## src/core/cwb_defs.vh

```
// Constants for the collapsing write buffer bus unit.
// Assumes byte-addressed 32-bit words and 16-byte blocks.
`ifndef CWB_DEFS_VH
`define CWB_DEFS_VH

// ==========================================================
// Geometry
`define CWB_BLK_BYTES      16
`define CWB_WORD_LANES     4
`define CWB_BLK_LSB        4
`define CWB_WIDX_MSB       3
`define CWB_WIDX_LSB       2
`define CWB_FIFO_DEPTH     32
`define CWB_FIFO_AW        5

// ==========================================================
// Byte lane enable patterns
`define CWB_BE_NONE        4'h0
`define CWB_BE_B0          4'h1
`define CWB_BE_B1          4'h2
`define CWB_BE_B2          4'h4
`define CWB_BE_B3          4'h8
`define CWB_BE_LO_HALF     4'h3
`define CWB_BE_HI_HALF     4'hC
`define CWB_BE_WORD        4'hF
`define CWB_BLK_FULL       16'hFFFF
`define CWB_BLK_EMPTY      16'h0000

// ==========================================================
// FIFO entry layout {write, last, word address, enables, data}
`define CWB_ENTRY_W        68
`define CWB_ENT_WR         67
`define CWB_ENT_LAST       66
`define CWB_ENT_ADDR_MSB   65
`define CWB_ENT_ADDR_LSB   36
`define CWB_ENT_BE_MSB     35
`define CWB_ENT_BE_LSB     32
`define CWB_ENT_DATA_MSB   31
`define CWB_ENT_DATA_LSB   0

`endif

```

## src/core/cwb_fifo.v

```verilog
// Synchronous FIFO with valid/ready on both sides.
// Assumes one clock; storage is flip-flops indexed by pointers.
module cwb_fifo #(
  parameter WIDTH = 68,
  parameter DEPTH = 32,
  parameter AW    = 5
)(
  input  wire             clock,
  input  wire             arst_n,
  input  wire             in_valid,
  output wire             in_ready,
  input  wire [WIDTH-1:0] in_data,
  output wire             out_valid,
  input  wire             out_ready,
  output wire [WIDTH-1:0] out_data
);

  reg [WIDTH-1:0] mem_ff [0:DEPTH-1];
  reg [AW-1:0]    wr_ptr_ff;
  reg [AW-1:0]    rd_ptr_ff;
  reg [AW:0]      count_ff;
  wire            push;
  wire            pop;

  // ==========================================================
  // Flags
  assign in_ready  = (count_ff != DEPTH[AW:0]);
  assign out_valid = (count_ff != {(AW+1){1'b0}});
  assign out_data  = mem_ff[rd_ptr_ff];
  assign push      = in_valid & in_ready;
  assign pop       = out_valid & out_ready;

  // ==========================================================
  // Pointers and storage
  always @(posedge clock or negedge arst_n)
  begin
    if (!arst_n)
    begin
      wr_ptr_ff <= {AW{1'b0}};
      rd_ptr_ff <= {AW{1'b0}};
      count_ff  <= {(AW+1){1'b0}};
    end
    else
    begin
      if (push)
        wr_ptr_ff <= wr_ptr_ff + 1'b1;
      if (pop)
        rd_ptr_ff <= rd_ptr_ff + 1'b1;
      if (push && !pop)
        count_ff <= count_ff + 1'b1;
      else if (pop && !push)
        count_ff <= count_ff - 1'b1;
    end
  end

  // Data array has no reset; out_data is only valid while count_ff is nonzero
  always @(posedge clock)
  begin
    if (push)
      mem_ff[wr_ptr_ff] <= in_data;
  end

endmodule

```

## src/core/cwb_biu.v

```verilog
// Write path of the external bus unit: collapsing write buffer in two halves.
// Assumes core requests and bus agent share this clock; mode straps are static.
`include "cwb_defs.vh"

module cwb_biu (
  input  wire        clock,
  input  wire        arst_n,
  input  wire        merge_full_mode,
  input  wire        aligned_enable_mode,
  input  wire        core_req_valid,
  output wire        core_req_ready,
  input  wire        core_req_write,
  input  wire        core_req_uncached,
  input  wire        core_req_barrier,
  input  wire [31:0] core_req_addr,
  input  wire [3:0]  core_req_be,
  input  wire [31:0] core_req_wdata,
  output wire        core_rvalid,
  output wire [31:0] core_rdata,
  output wire        bus_valid,
  input  wire        bus_ready,
  output wire        bus_write,
  output wire        bus_last,
  output wire [31:0] bus_addr,
  output wire [3:0]  bus_byte_lane_enables,
  output wire [31:0] bus_wdata,
  input  wire        bus_rvalid,
  input  wire [31:0] bus_rdata
);

  // ==========================================================
  // Helpers
  function is_simple;
    input [3:0] be;
    begin
      is_simple = (be == `CWB_BE_B0) || (be == `CWB_BE_B1) || (be == `CWB_BE_B2) ||
                  (be == `CWB_BE_B3) || (be == `CWB_BE_LO_HALF) ||
                  (be == `CWB_BE_HI_HALF) || (be == `CWB_BE_WORD);
    end
  endfunction

  // Next piece to issue from a word's remaining lanes
  function [3:0] first_part;
    input [3:0] be;
    input       aligned;
    begin
      if (!aligned || is_simple(be))
        first_part = be;
      else if ((be & `CWB_BE_LO_HALF) == `CWB_BE_LO_HALF)
        first_part = `CWB_BE_LO_HALF;
      else if ((be & `CWB_BE_HI_HALF) == `CWB_BE_HI_HALF)
        first_part = `CWB_BE_HI_HALF;
      else
        first_part = be & (~be + 4'h1);
    end
  endfunction

  function [3:0] word_be;
    input [15:0] be16;
    input [1:0]  idx;
    begin
      word_be = be16[idx*`CWB_WORD_LANES +: `CWB_WORD_LANES];
    end
  endfunction
  // ==========================================================
  // Declarations
  reg  [1:0]   mode_s1_ff, mode_s2_ff;
  reg          ready_ff, pend_valid_ff, pend_write_ff, pend_unc_ff, pend_barrier_ff;
  reg  [31:0]  pend_addr_ff, pend_data_ff;
  reg  [3:0]   pend_be_ff;
  reg          acc_valid_ff, xfr_read_ff;
  reg  [27:0]  acc_blk_ff, xfr_blk_ff;
  reg  [127:0] acc_data_ff, xfr_data_ff;
  reg  [15:0]  acc_be_ff, xfr_be_ff;
  reg  [1:0]   xfr_ridx_ff;
  reg  [3:0]   xfr_rbe_ff;
  reg          bus_valid_ff, bus_write_ff, bus_last_ff, rvalid_ff;
  reg  [31:0]  bus_addr_ff, bus_wdata_ff, rdata_ff;
  reg  [3:0]   bus_be_ff;
  reg  [1:0]   nxt_widx;
  reg  [3:0]   nxt_part;
  reg  [15:0]  nxt_clear;
  integer      i, j;
  wire         sel_full, sel_aligned, same_blk, overlap, flush_need;
  wire [27:0]  pend_blk;
  wire [1:0]   pend_widx;
  wire         fifo_in_valid, fifo_in_ready, fifo_out_valid, fifo_out_ready;
  wire [`CWB_ENTRY_W-1:0] fifo_in_data, fifo_out_data;
  wire         xfr_busy, handover, pend_done, unc_load;

  // ==========================================================
  // Static mode straps, resynchronised
  always @(posedge clock or negedge arst_n)
  begin
    if (!arst_n)
    begin
      mode_s1_ff <= 2'h0;
      mode_s2_ff <= 2'h0;
    end
    else
    begin
      mode_s1_ff <= {merge_full_mode, aligned_enable_mode};
      mode_s2_ff <= mode_s1_ff;
    end
  end
  assign sel_full    = mode_s2_ff[1];
  assign sel_aligned = mode_s2_ff[0];
  // ==========================================================
  // Handover decision
  assign pend_blk  = pend_addr_ff[31:`CWB_BLK_LSB];
  assign pend_widx = pend_addr_ff[`CWB_WIDX_MSB:`CWB_WIDX_LSB];
  assign same_blk  = acc_valid_ff && (acc_blk_ff == pend_blk);
  // Any lane already held in the target word counts, not only the same lanes
  assign overlap   = word_be(acc_be_ff, pend_widx) != `CWB_BE_NONE;
  assign flush_need = acc_valid_ff && (pend_barrier_ff || pend_unc_ff ||
                      (!pend_write_ff && same_blk) || (pend_write_ff && !same_blk) ||
                      (pend_write_ff && same_blk && !sel_full && overlap));
  // Draining half counts as busy until its last word has left the bus
  assign xfr_busy = (xfr_be_ff != `CWB_BLK_EMPTY) || xfr_read_ff || fifo_out_valid || bus_valid_ff;
  assign handover = !xfr_busy && acc_valid_ff &&
                    ((pend_valid_ff && flush_need) || (!pend_valid_ff && acc_be_ff == `CWB_BLK_FULL));
  assign unc_load  = pend_unc_ff && !pend_write_ff;
  assign pend_done = pend_valid_ff && !flush_need && !(pend_unc_ff && !pend_barrier_ff && xfr_busy);

  // ==========================================================
  // Core request intake; ready drops while a request is held
  always @(posedge clock or negedge arst_n)
  begin
    if (!arst_n)
    begin
      ready_ff        <= 1'b1;
      pend_valid_ff   <= 1'b0;
      pend_write_ff   <= 1'b0;
      pend_unc_ff     <= 1'b0;
      pend_barrier_ff <= 1'b0;
      pend_addr_ff    <= 32'h0000_0000;
      pend_be_ff      <= 4'h0;
      pend_data_ff    <= 32'h0000_0000;
    end
    else if (core_req_valid && ready_ff)
    begin
      ready_ff        <= 1'b0;
      pend_valid_ff   <= 1'b1;
      pend_write_ff   <= core_req_write;
      pend_unc_ff     <= core_req_uncached;
      pend_barrier_ff <= core_req_barrier;
      pend_addr_ff    <= core_req_addr;
      pend_be_ff      <= core_req_be;
      pend_data_ff    <= core_req_wdata;
    end
    else if (pend_done)
    begin
      ready_ff      <= 1'b1;
      pend_valid_ff <= 1'b0;
    end
  end

  // ==========================================================
  // Accumulating half
  always @(posedge clock or negedge arst_n)
  begin
    if (!arst_n)
    begin
      acc_valid_ff <= 1'b0;
      acc_blk_ff   <= 28'h000_0000;
      acc_data_ff  <= 128'h0;
      acc_be_ff    <= `CWB_BLK_EMPTY;
    end
    else if (handover)
    begin
      acc_valid_ff <= 1'b0;
      acc_be_ff    <= `CWB_BLK_EMPTY;
    end
    else if (pend_done && pend_write_ff && !pend_unc_ff && !pend_barrier_ff)
    begin
      // Cached stores merge per byte lane
      acc_valid_ff <= 1'b1;
      acc_blk_ff   <= pend_blk;
      for (i = 0; i < `CWB_BLK_BYTES; i = i + 1)
      begin
        if ((i / `CWB_WORD_LANES) == pend_widx && pend_be_ff[i % `CWB_WORD_LANES])
        begin
          acc_data_ff[i*8 +: 8] <= pend_data_ff[(i % `CWB_WORD_LANES)*8 +: 8];
          acc_be_ff[i]          <= 1'b1;
        end
      end
    end
  end

  // ==========================================================
  // Draining half: walk words low to high, one piece per push
  always @*
  begin
    nxt_widx  = 2'h3;
    nxt_part  = `CWB_BE_NONE;
    nxt_clear = `CWB_BLK_EMPTY;
    for (j = 3; j >= 0; j = j - 1)
    begin
      if (word_be(xfr_be_ff, j[1:0]) != `CWB_BE_NONE)
        nxt_widx = j[1:0];
    end
    nxt_part = first_part(word_be(xfr_be_ff, nxt_widx), sel_aligned);
    nxt_clear[nxt_widx*`CWB_WORD_LANES +: `CWB_WORD_LANES] = nxt_part;
  end

  assign fifo_in_valid = (xfr_be_ff != `CWB_BLK_EMPTY) || xfr_read_ff;
  assign fifo_in_data  = xfr_read_ff ?
                         {1'b0, 1'b1, xfr_blk_ff, xfr_ridx_ff, xfr_rbe_ff, 32'h0000_0000} :
                         {1'b1, ((xfr_be_ff & ~nxt_clear) == `CWB_BLK_EMPTY), xfr_blk_ff, nxt_widx,
                          nxt_part, xfr_data_ff[nxt_widx*32 +: 32]};
  always @(posedge clock or negedge arst_n)
  begin
    if (!arst_n)
    begin
      xfr_blk_ff  <= 28'h000_0000;
      xfr_data_ff <= 128'h0;
      xfr_be_ff   <= `CWB_BLK_EMPTY;
      xfr_read_ff <= 1'b0;
      xfr_ridx_ff <= 2'h0;
      xfr_rbe_ff  <= `CWB_BE_NONE;
    end
    else if (handover)
    begin
      xfr_blk_ff  <= acc_blk_ff;
      xfr_data_ff <= acc_data_ff;
      xfr_be_ff   <= acc_be_ff;
    end
    else if (pend_done && pend_unc_ff && !pend_barrier_ff)
    begin
      // Uncached access owns the empty draining half alone
      xfr_blk_ff <= pend_blk;
      if (unc_load)
      begin
        xfr_read_ff <= 1'b1;
        xfr_ridx_ff <= pend_widx;
        xfr_rbe_ff  <= (sel_aligned && !is_simple(pend_be_ff)) ? `CWB_BE_WORD : pend_be_ff;
      end
      else
      begin
        xfr_data_ff[pend_widx*32 +: 32]                                 <= pend_data_ff;
        xfr_be_ff[pend_widx*`CWB_WORD_LANES +: `CWB_WORD_LANES] <= pend_be_ff;
      end
    end
    else if (fifo_in_ready)
    begin
      if (xfr_read_ff)
        xfr_read_ff <= 1'b0;
      else
        xfr_be_ff <= xfr_be_ff & ~nxt_clear;
    end
  end

  // ==========================================================
  // Issue queue between the draining half and the bus
  cwb_fifo #(
    .WIDTH (`CWB_ENTRY_W),
    .DEPTH (`CWB_FIFO_DEPTH),
    .AW    (`CWB_FIFO_AW)
  ) i_cwb_fifo (
    .clock     (clock),
    .arst_n    (arst_n),
    .in_valid  (fifo_in_valid),
    .in_ready  (fifo_in_ready),
    .in_data   (fifo_in_data),
    .out_valid (fifo_out_valid),
    .out_ready (fifo_out_ready),
    .out_data  (fifo_out_data)
  );
  assign fifo_out_ready = !bus_valid_ff || bus_ready;
  // ==========================================================
  // Bus output stage; holds every field until the agent accepts
  always @(posedge clock or negedge arst_n)
  begin
    if (!arst_n)
    begin
      bus_valid_ff <= 1'b0;
      bus_write_ff <= 1'b0;
      bus_last_ff  <= 1'b0;
      bus_addr_ff  <= 32'h0000_0000;
      bus_be_ff    <= `CWB_BE_NONE;
      bus_wdata_ff <= 32'h0000_0000;
    end
    else if (fifo_out_ready)
    begin
      bus_valid_ff <= fifo_out_valid;
      if (fifo_out_valid)
      begin
        bus_write_ff <= fifo_out_data[`CWB_ENT_WR];
        bus_last_ff  <= fifo_out_data[`CWB_ENT_LAST];
        bus_addr_ff  <= {fifo_out_data[`CWB_ENT_ADDR_MSB:`CWB_ENT_ADDR_LSB], 2'h0};
        bus_be_ff    <= fifo_out_data[`CWB_ENT_BE_MSB:`CWB_ENT_BE_LSB];
        bus_wdata_ff <= fifo_out_data[`CWB_ENT_DATA_MSB:`CWB_ENT_DATA_LSB];
      end
    end
  end

  // ==========================================================
  // Read return
  always @(posedge clock or negedge arst_n)
  begin
    if (!arst_n)
    begin
      rvalid_ff <= 1'b0;
      rdata_ff  <= 32'h0000_0000;
    end
    else
    begin
      rvalid_ff <= bus_rvalid;
      if (bus_rvalid)
        rdata_ff <= bus_rdata;
    end
  end

  assign core_req_ready        = ready_ff;
  assign core_rvalid           = rvalid_ff;
  assign core_rdata            = rdata_ff;
  assign bus_valid             = bus_valid_ff;
  assign bus_write             = bus_write_ff;
  assign bus_last              = bus_last_ff;
  assign bus_addr              = bus_addr_ff;
  assign bus_byte_lane_enables = bus_be_ff;
  assign bus_wdata             = bus_wdata_ff;
endmodule

```

## config.mk

```make
export PLATFORM = sky130hd
export DESIGN_NAME = cwb_biu
export DESIGN_NICKNAME = d
export VERILOG_FILES = /design/src/core/cwb_fifo.v /design/src/core/cwb_biu.v
export VERILOG_INCLUDE_DIRS = /design/src /design/src/core
export SDC_FILE = /design/constraint.sdc
export NUM_CORES = 2
export LEC_CHECK = 0
export ABC_CLOCK_PERIOD_IN_PS = 5900
export BUFFER_PORTS_ARGS = -buffer_cell sky130_fd_sc_hd__buf_2
export CORE_MARGIN = 8
export CORE_UTILIZATION = 40
export CTS_CLUSTER_DIAMETER = 60
export DETAILED_ROUTE_END_ITERATION = 10
export PLACE_DENSITY = 0.55
export SYNTH_ARGS = -nofsm -noshare
export SYNTH_HDL_FRONTEND = slang
export SYNTH_SLANG_ARGS = --single-unit
```

## constraint.sdc

```tcl
create_clock -name clock -period 5.9 [get_ports clock]
set_clock_uncertainty 0.15 [all_clocks]
set_input_delay 1.77 -clock clock [delete_from_list [all_inputs] [get_ports clock]]
set_output_delay 1.77 -clock clock [all_outputs]
set_load 0.01 [all_outputs]
```

==> out/results.tsv <==
metric	value	unit
status	finished clean	
antenna_left	0	
top_usage_layer	met2	
worstPathArrival	4870	ps
ys_async_sr_fraction	0.2003	
syn_to_final_growth	14.65	%
cp-start-kind	flop	
syn_inst	5411	
synth_compound_area_frac	0.02827	
fp.coreArea	267000	µm²
dp_hpwl	143.5	mm
power.share.switching	0.2758	
syn_avg_cell_area	19.78	µm²
grt_pass1_vias	55274	
gr-usage-met1	0.2655	
clk_pin_slew	60	ps
grt.overflow.total	0	
synthAdderAreaFrac	0.002409	
drive_gt1_frac	0.2979	
initial_utilization	0.4008	
cts-hold-fix-buffers	0	
drc	0	
fin_tns_setup	0	ps
worstMarginPinSlew	1287	ps
setup-violations-final	0	
period_minus_slack	4397	ps
htreeDepth	5	
p_total	49.77	mW
use_met3	0.04127	
syn_area	107000	µm²
p_switching	13.73	mW
grt_max_degree	148	
drt-total-wl	270.3	mm
cts.path.max_buffers	4	
hold_viol_final	0	
max_slew_margin	0.1423	
internal_power	36.04	mW
cts_tree	done	
wl_per_cell	28.30	µm
cap_violations	0	
clk_latency	840	ps
regToRegSetupSlack	1500	ps
cts_buffers	296	
yosysUniqueCellTypes	79	
hold_path_class	reg2reg	
crit_chain	or4_2 > buf_4 > a21oi_1 > ha_1 > nand4_1 > o21ai_0 > nand3_1 > o41ai_2 > buf_4	
p_comb_frac	0.181	
synth-seq-cells	2721	
vias_per_cell	5.588	
dp_cells	9014	
post-cts-setup-buffers	0	
synthMuxAreaShare	0.1829	
critical_path.max_stage_delay	690	ps
grt_pass1_wl	392.7	mm
num_vias	53378	
fp.dieH	533.2	µm
cpLargestDelayFamily	simple AND/OR/NAND/NOR gates	
synth-edff-count	2176	
path_class	reg2reg	
gp_congestion	0.7482	
timing.critical_path.buf_inv	2	
track_usage	0.1868	
synth_simple_gate_area_share	0.03170	
synth_xor_xnor_area_share	0.003274	
antenna_found_initial	27	
use_met2	0.2986	
fmax	227.4	MHz
die_area	284300	µm²
yosysWarnings	0	
p_leak	46.83	nW
initialDrtViolationCount	5231	
rsz0062_at_grt	false	
root_buffer	clkbuf_16	
power.density	405.7	nW/µm²
drt_pass1_iterations	5	
synth-main-ff-cell	edfxtp_1	
post_cts_resize_count	0	
crit_path_frequent_cell	buf_4	
slew_violations	0	
crit_required	6370	ps
cts.sink_count	2721	
final_cells	9553	
portBuffers	210	
crit_fanout	34	
period_share	0.7452	
pin_count	215	
die_w	533.2	µm
clkPwrFrac	0.354	
seq_power_share	0.464	
fin_nets	5892	
synth_top_family_by_area	multiplexers	
rows	190	
ir_drop	0.3767	mV
cp-end-kind	flop	
critical-path-slowest-cell	or4_2	
synth_seq_area_share	0.7381	
## cell usage after synthesis (3+ instances only)
master | number | area, µm²
edfxtp_1 | 2176 | 65340
mux4_2 | 680 | 15310
dfrtp_1 | 544 | 13610
nand2_1 | 320 | 1201
mux2_2 | 232 | 2613
o21ai_0 | 204 | 1021
clkbuf_1 | 193 | 724.4
mux2i_1 | 164 | 1642
nor2_1 | 120 | 450.4
a21oi_1 | 78 | 390.4
buf_1 | 70 | 262.8
and2_1 | 66 | 412.9
o21ai_1 | 40 | 200.2
a31oi_1 | 39 | 244.0
nor2b_1 | 37 | 231.5
inv_1 | 36 | 135.1
a211oi_1 | 35 | 262.8
and3_1 | 34 | 212.7
xnor2_1 | 34 | 297.8
a21o_1 | 31 | 232.7
a22o_1 | 28 | 245.2
nand3_1 | 23 | 115.1
nand4_1 | 22 | 137.6
buf_4 | 20 | 150.1
buf_2 | 19 | 95.09
ha_1 | 19 | 237.7
nor3_1 | 15 | 75.07
o31ai_1 | 12 | 90.09
nor4_1 | 11 | 68.82
nand3_2 | 9 | 90.09
or4_1 | 9 | 67.56
nand2b_1 | 6 | 37.54
xor2_1 | 6 | 52.55
nor4b_1 | 5 | 43.79
o2bb2ai_1 | 5 | 43.79
or2_2 | 5 | 31.28
a32oi_1 | 4 | 35.03
nand3b_1 | 4 | 30.03
buf_6 | 3 | 33.78
nor3b_1 | 3 | 22.52
o21a_1 | 3 | 22.52
## layout make-up
class	instances	area, µm²
multi-input cells	2346	27020
clock inverters	124	1111
inverters	36	140.1
fillers	22385	144300
clock buffers	393	8006
repair buffers	361	2910
diodes	20	50.05
well taps	3552	4444
flip-flops and latches	2721	79000
## state kept, by name, indices dropped and copies added (netlist names), 28 cells and up
register,count
acc_blk_ff,28
i_cwb_fifo.mem_ff,2176
pend_addr_ff,30
bus_addr,30
xfr_blk_ff,28
pend_data_ff,32
core_rdata,32
bus_wdata,32
acc_data_ff,128
xfr_data_ff,128
## power groups by stage
stage / Sequential (mW) / Combinational [mW] / Clock, mW
global placement: 23.5 / 9.19 / 0
global route: 23.3 / 9.74 / 18.8
finish: 23.1 / 9.02 / 17.6
detailed placement: 23.5 / 9.24 / 0
CTS: 23.1 / 9.25 / 18.1
floorplan: 22.7 / 6.63 / 0
## final timing paths
check                                 start                         to  cells after the start
setup / recovery           word_be.be16[11]  i_cwb_fifo.mem_ff[25][66]                      9
setup reg to reg           word_be.be16[11]  i_cwb_fifo.mem_ff[25][66]                      9
hold / removal                mode_s1_ff[1]              mode_s2_ff[1]                      0
min in group asynchronous            arst_n              core_rdata[7]                      1
max in group asynchronous            arst_n           xfr_data_ff[114]                      2
hold reg to reg               mode_s1_ff[1]              mode_s2_ff[1]                      0
## layout by cell type (no fill, tap or decap), drive strengths merged, types with 32 or more instances in the layout
| master | count |
|---|---|
| edfxtp | 2176 |
| mux4 | 680 |
| dfrtp | 544 |
| clkbuf | 393 |
| buf | 361 |
| nand2 | 320 |
| o21ai | 244 |
| mux2 | 232 |
| mux2i | 164 |
| nor2 | 122 |
| clkinv | 92 |
| a21oi | 78 |
| and2 | 66 |
| inv | 49 |
| a31oi | 39 |
| nor2b | 37 |
| a211oi | 35 |
| xnor2 | 34 |
| and3 | 34 |
| nand3 | 32 |
## per-layer routing
layer  share of wire  up-vias
met1            0.44    28748
met2            0.47     1628
met5         0.00068        -
met3           0.069      379
li1                -    22595
met4           0.019       28
## through the flow
step,area [µm²],hold slack [ps],setup WS (ps),utilization
final,122700,207.8,1503,0.4596
after global routing,122700,215.8,1315,0.4594
after CTS,122600,211.2,1512,0.4593
after detailed placement,113500,198.4,1257,0.4251
after global placement,113500,190.7,1207,0.4251
after floorplan,107000,181.2,709.3,-
## kinds of logic (layout without fill, tap and decap cells)
kind of cell | count (synthesis) | after routing
adder cells (fa/ha/maj) | 20 | 20
AND/OR/NAND/NOR | 703 | 703
flip-flops | 2721 | 2721
AO/OA/AOI/OAI | 505 | 505
other | 1 | 22
XOR/XNOR | 40 | 40
buffers and inverters | 345 | 914
multiplexers | 1076 | 1076
Note: power is estimated with default switching activity, not from simulation.
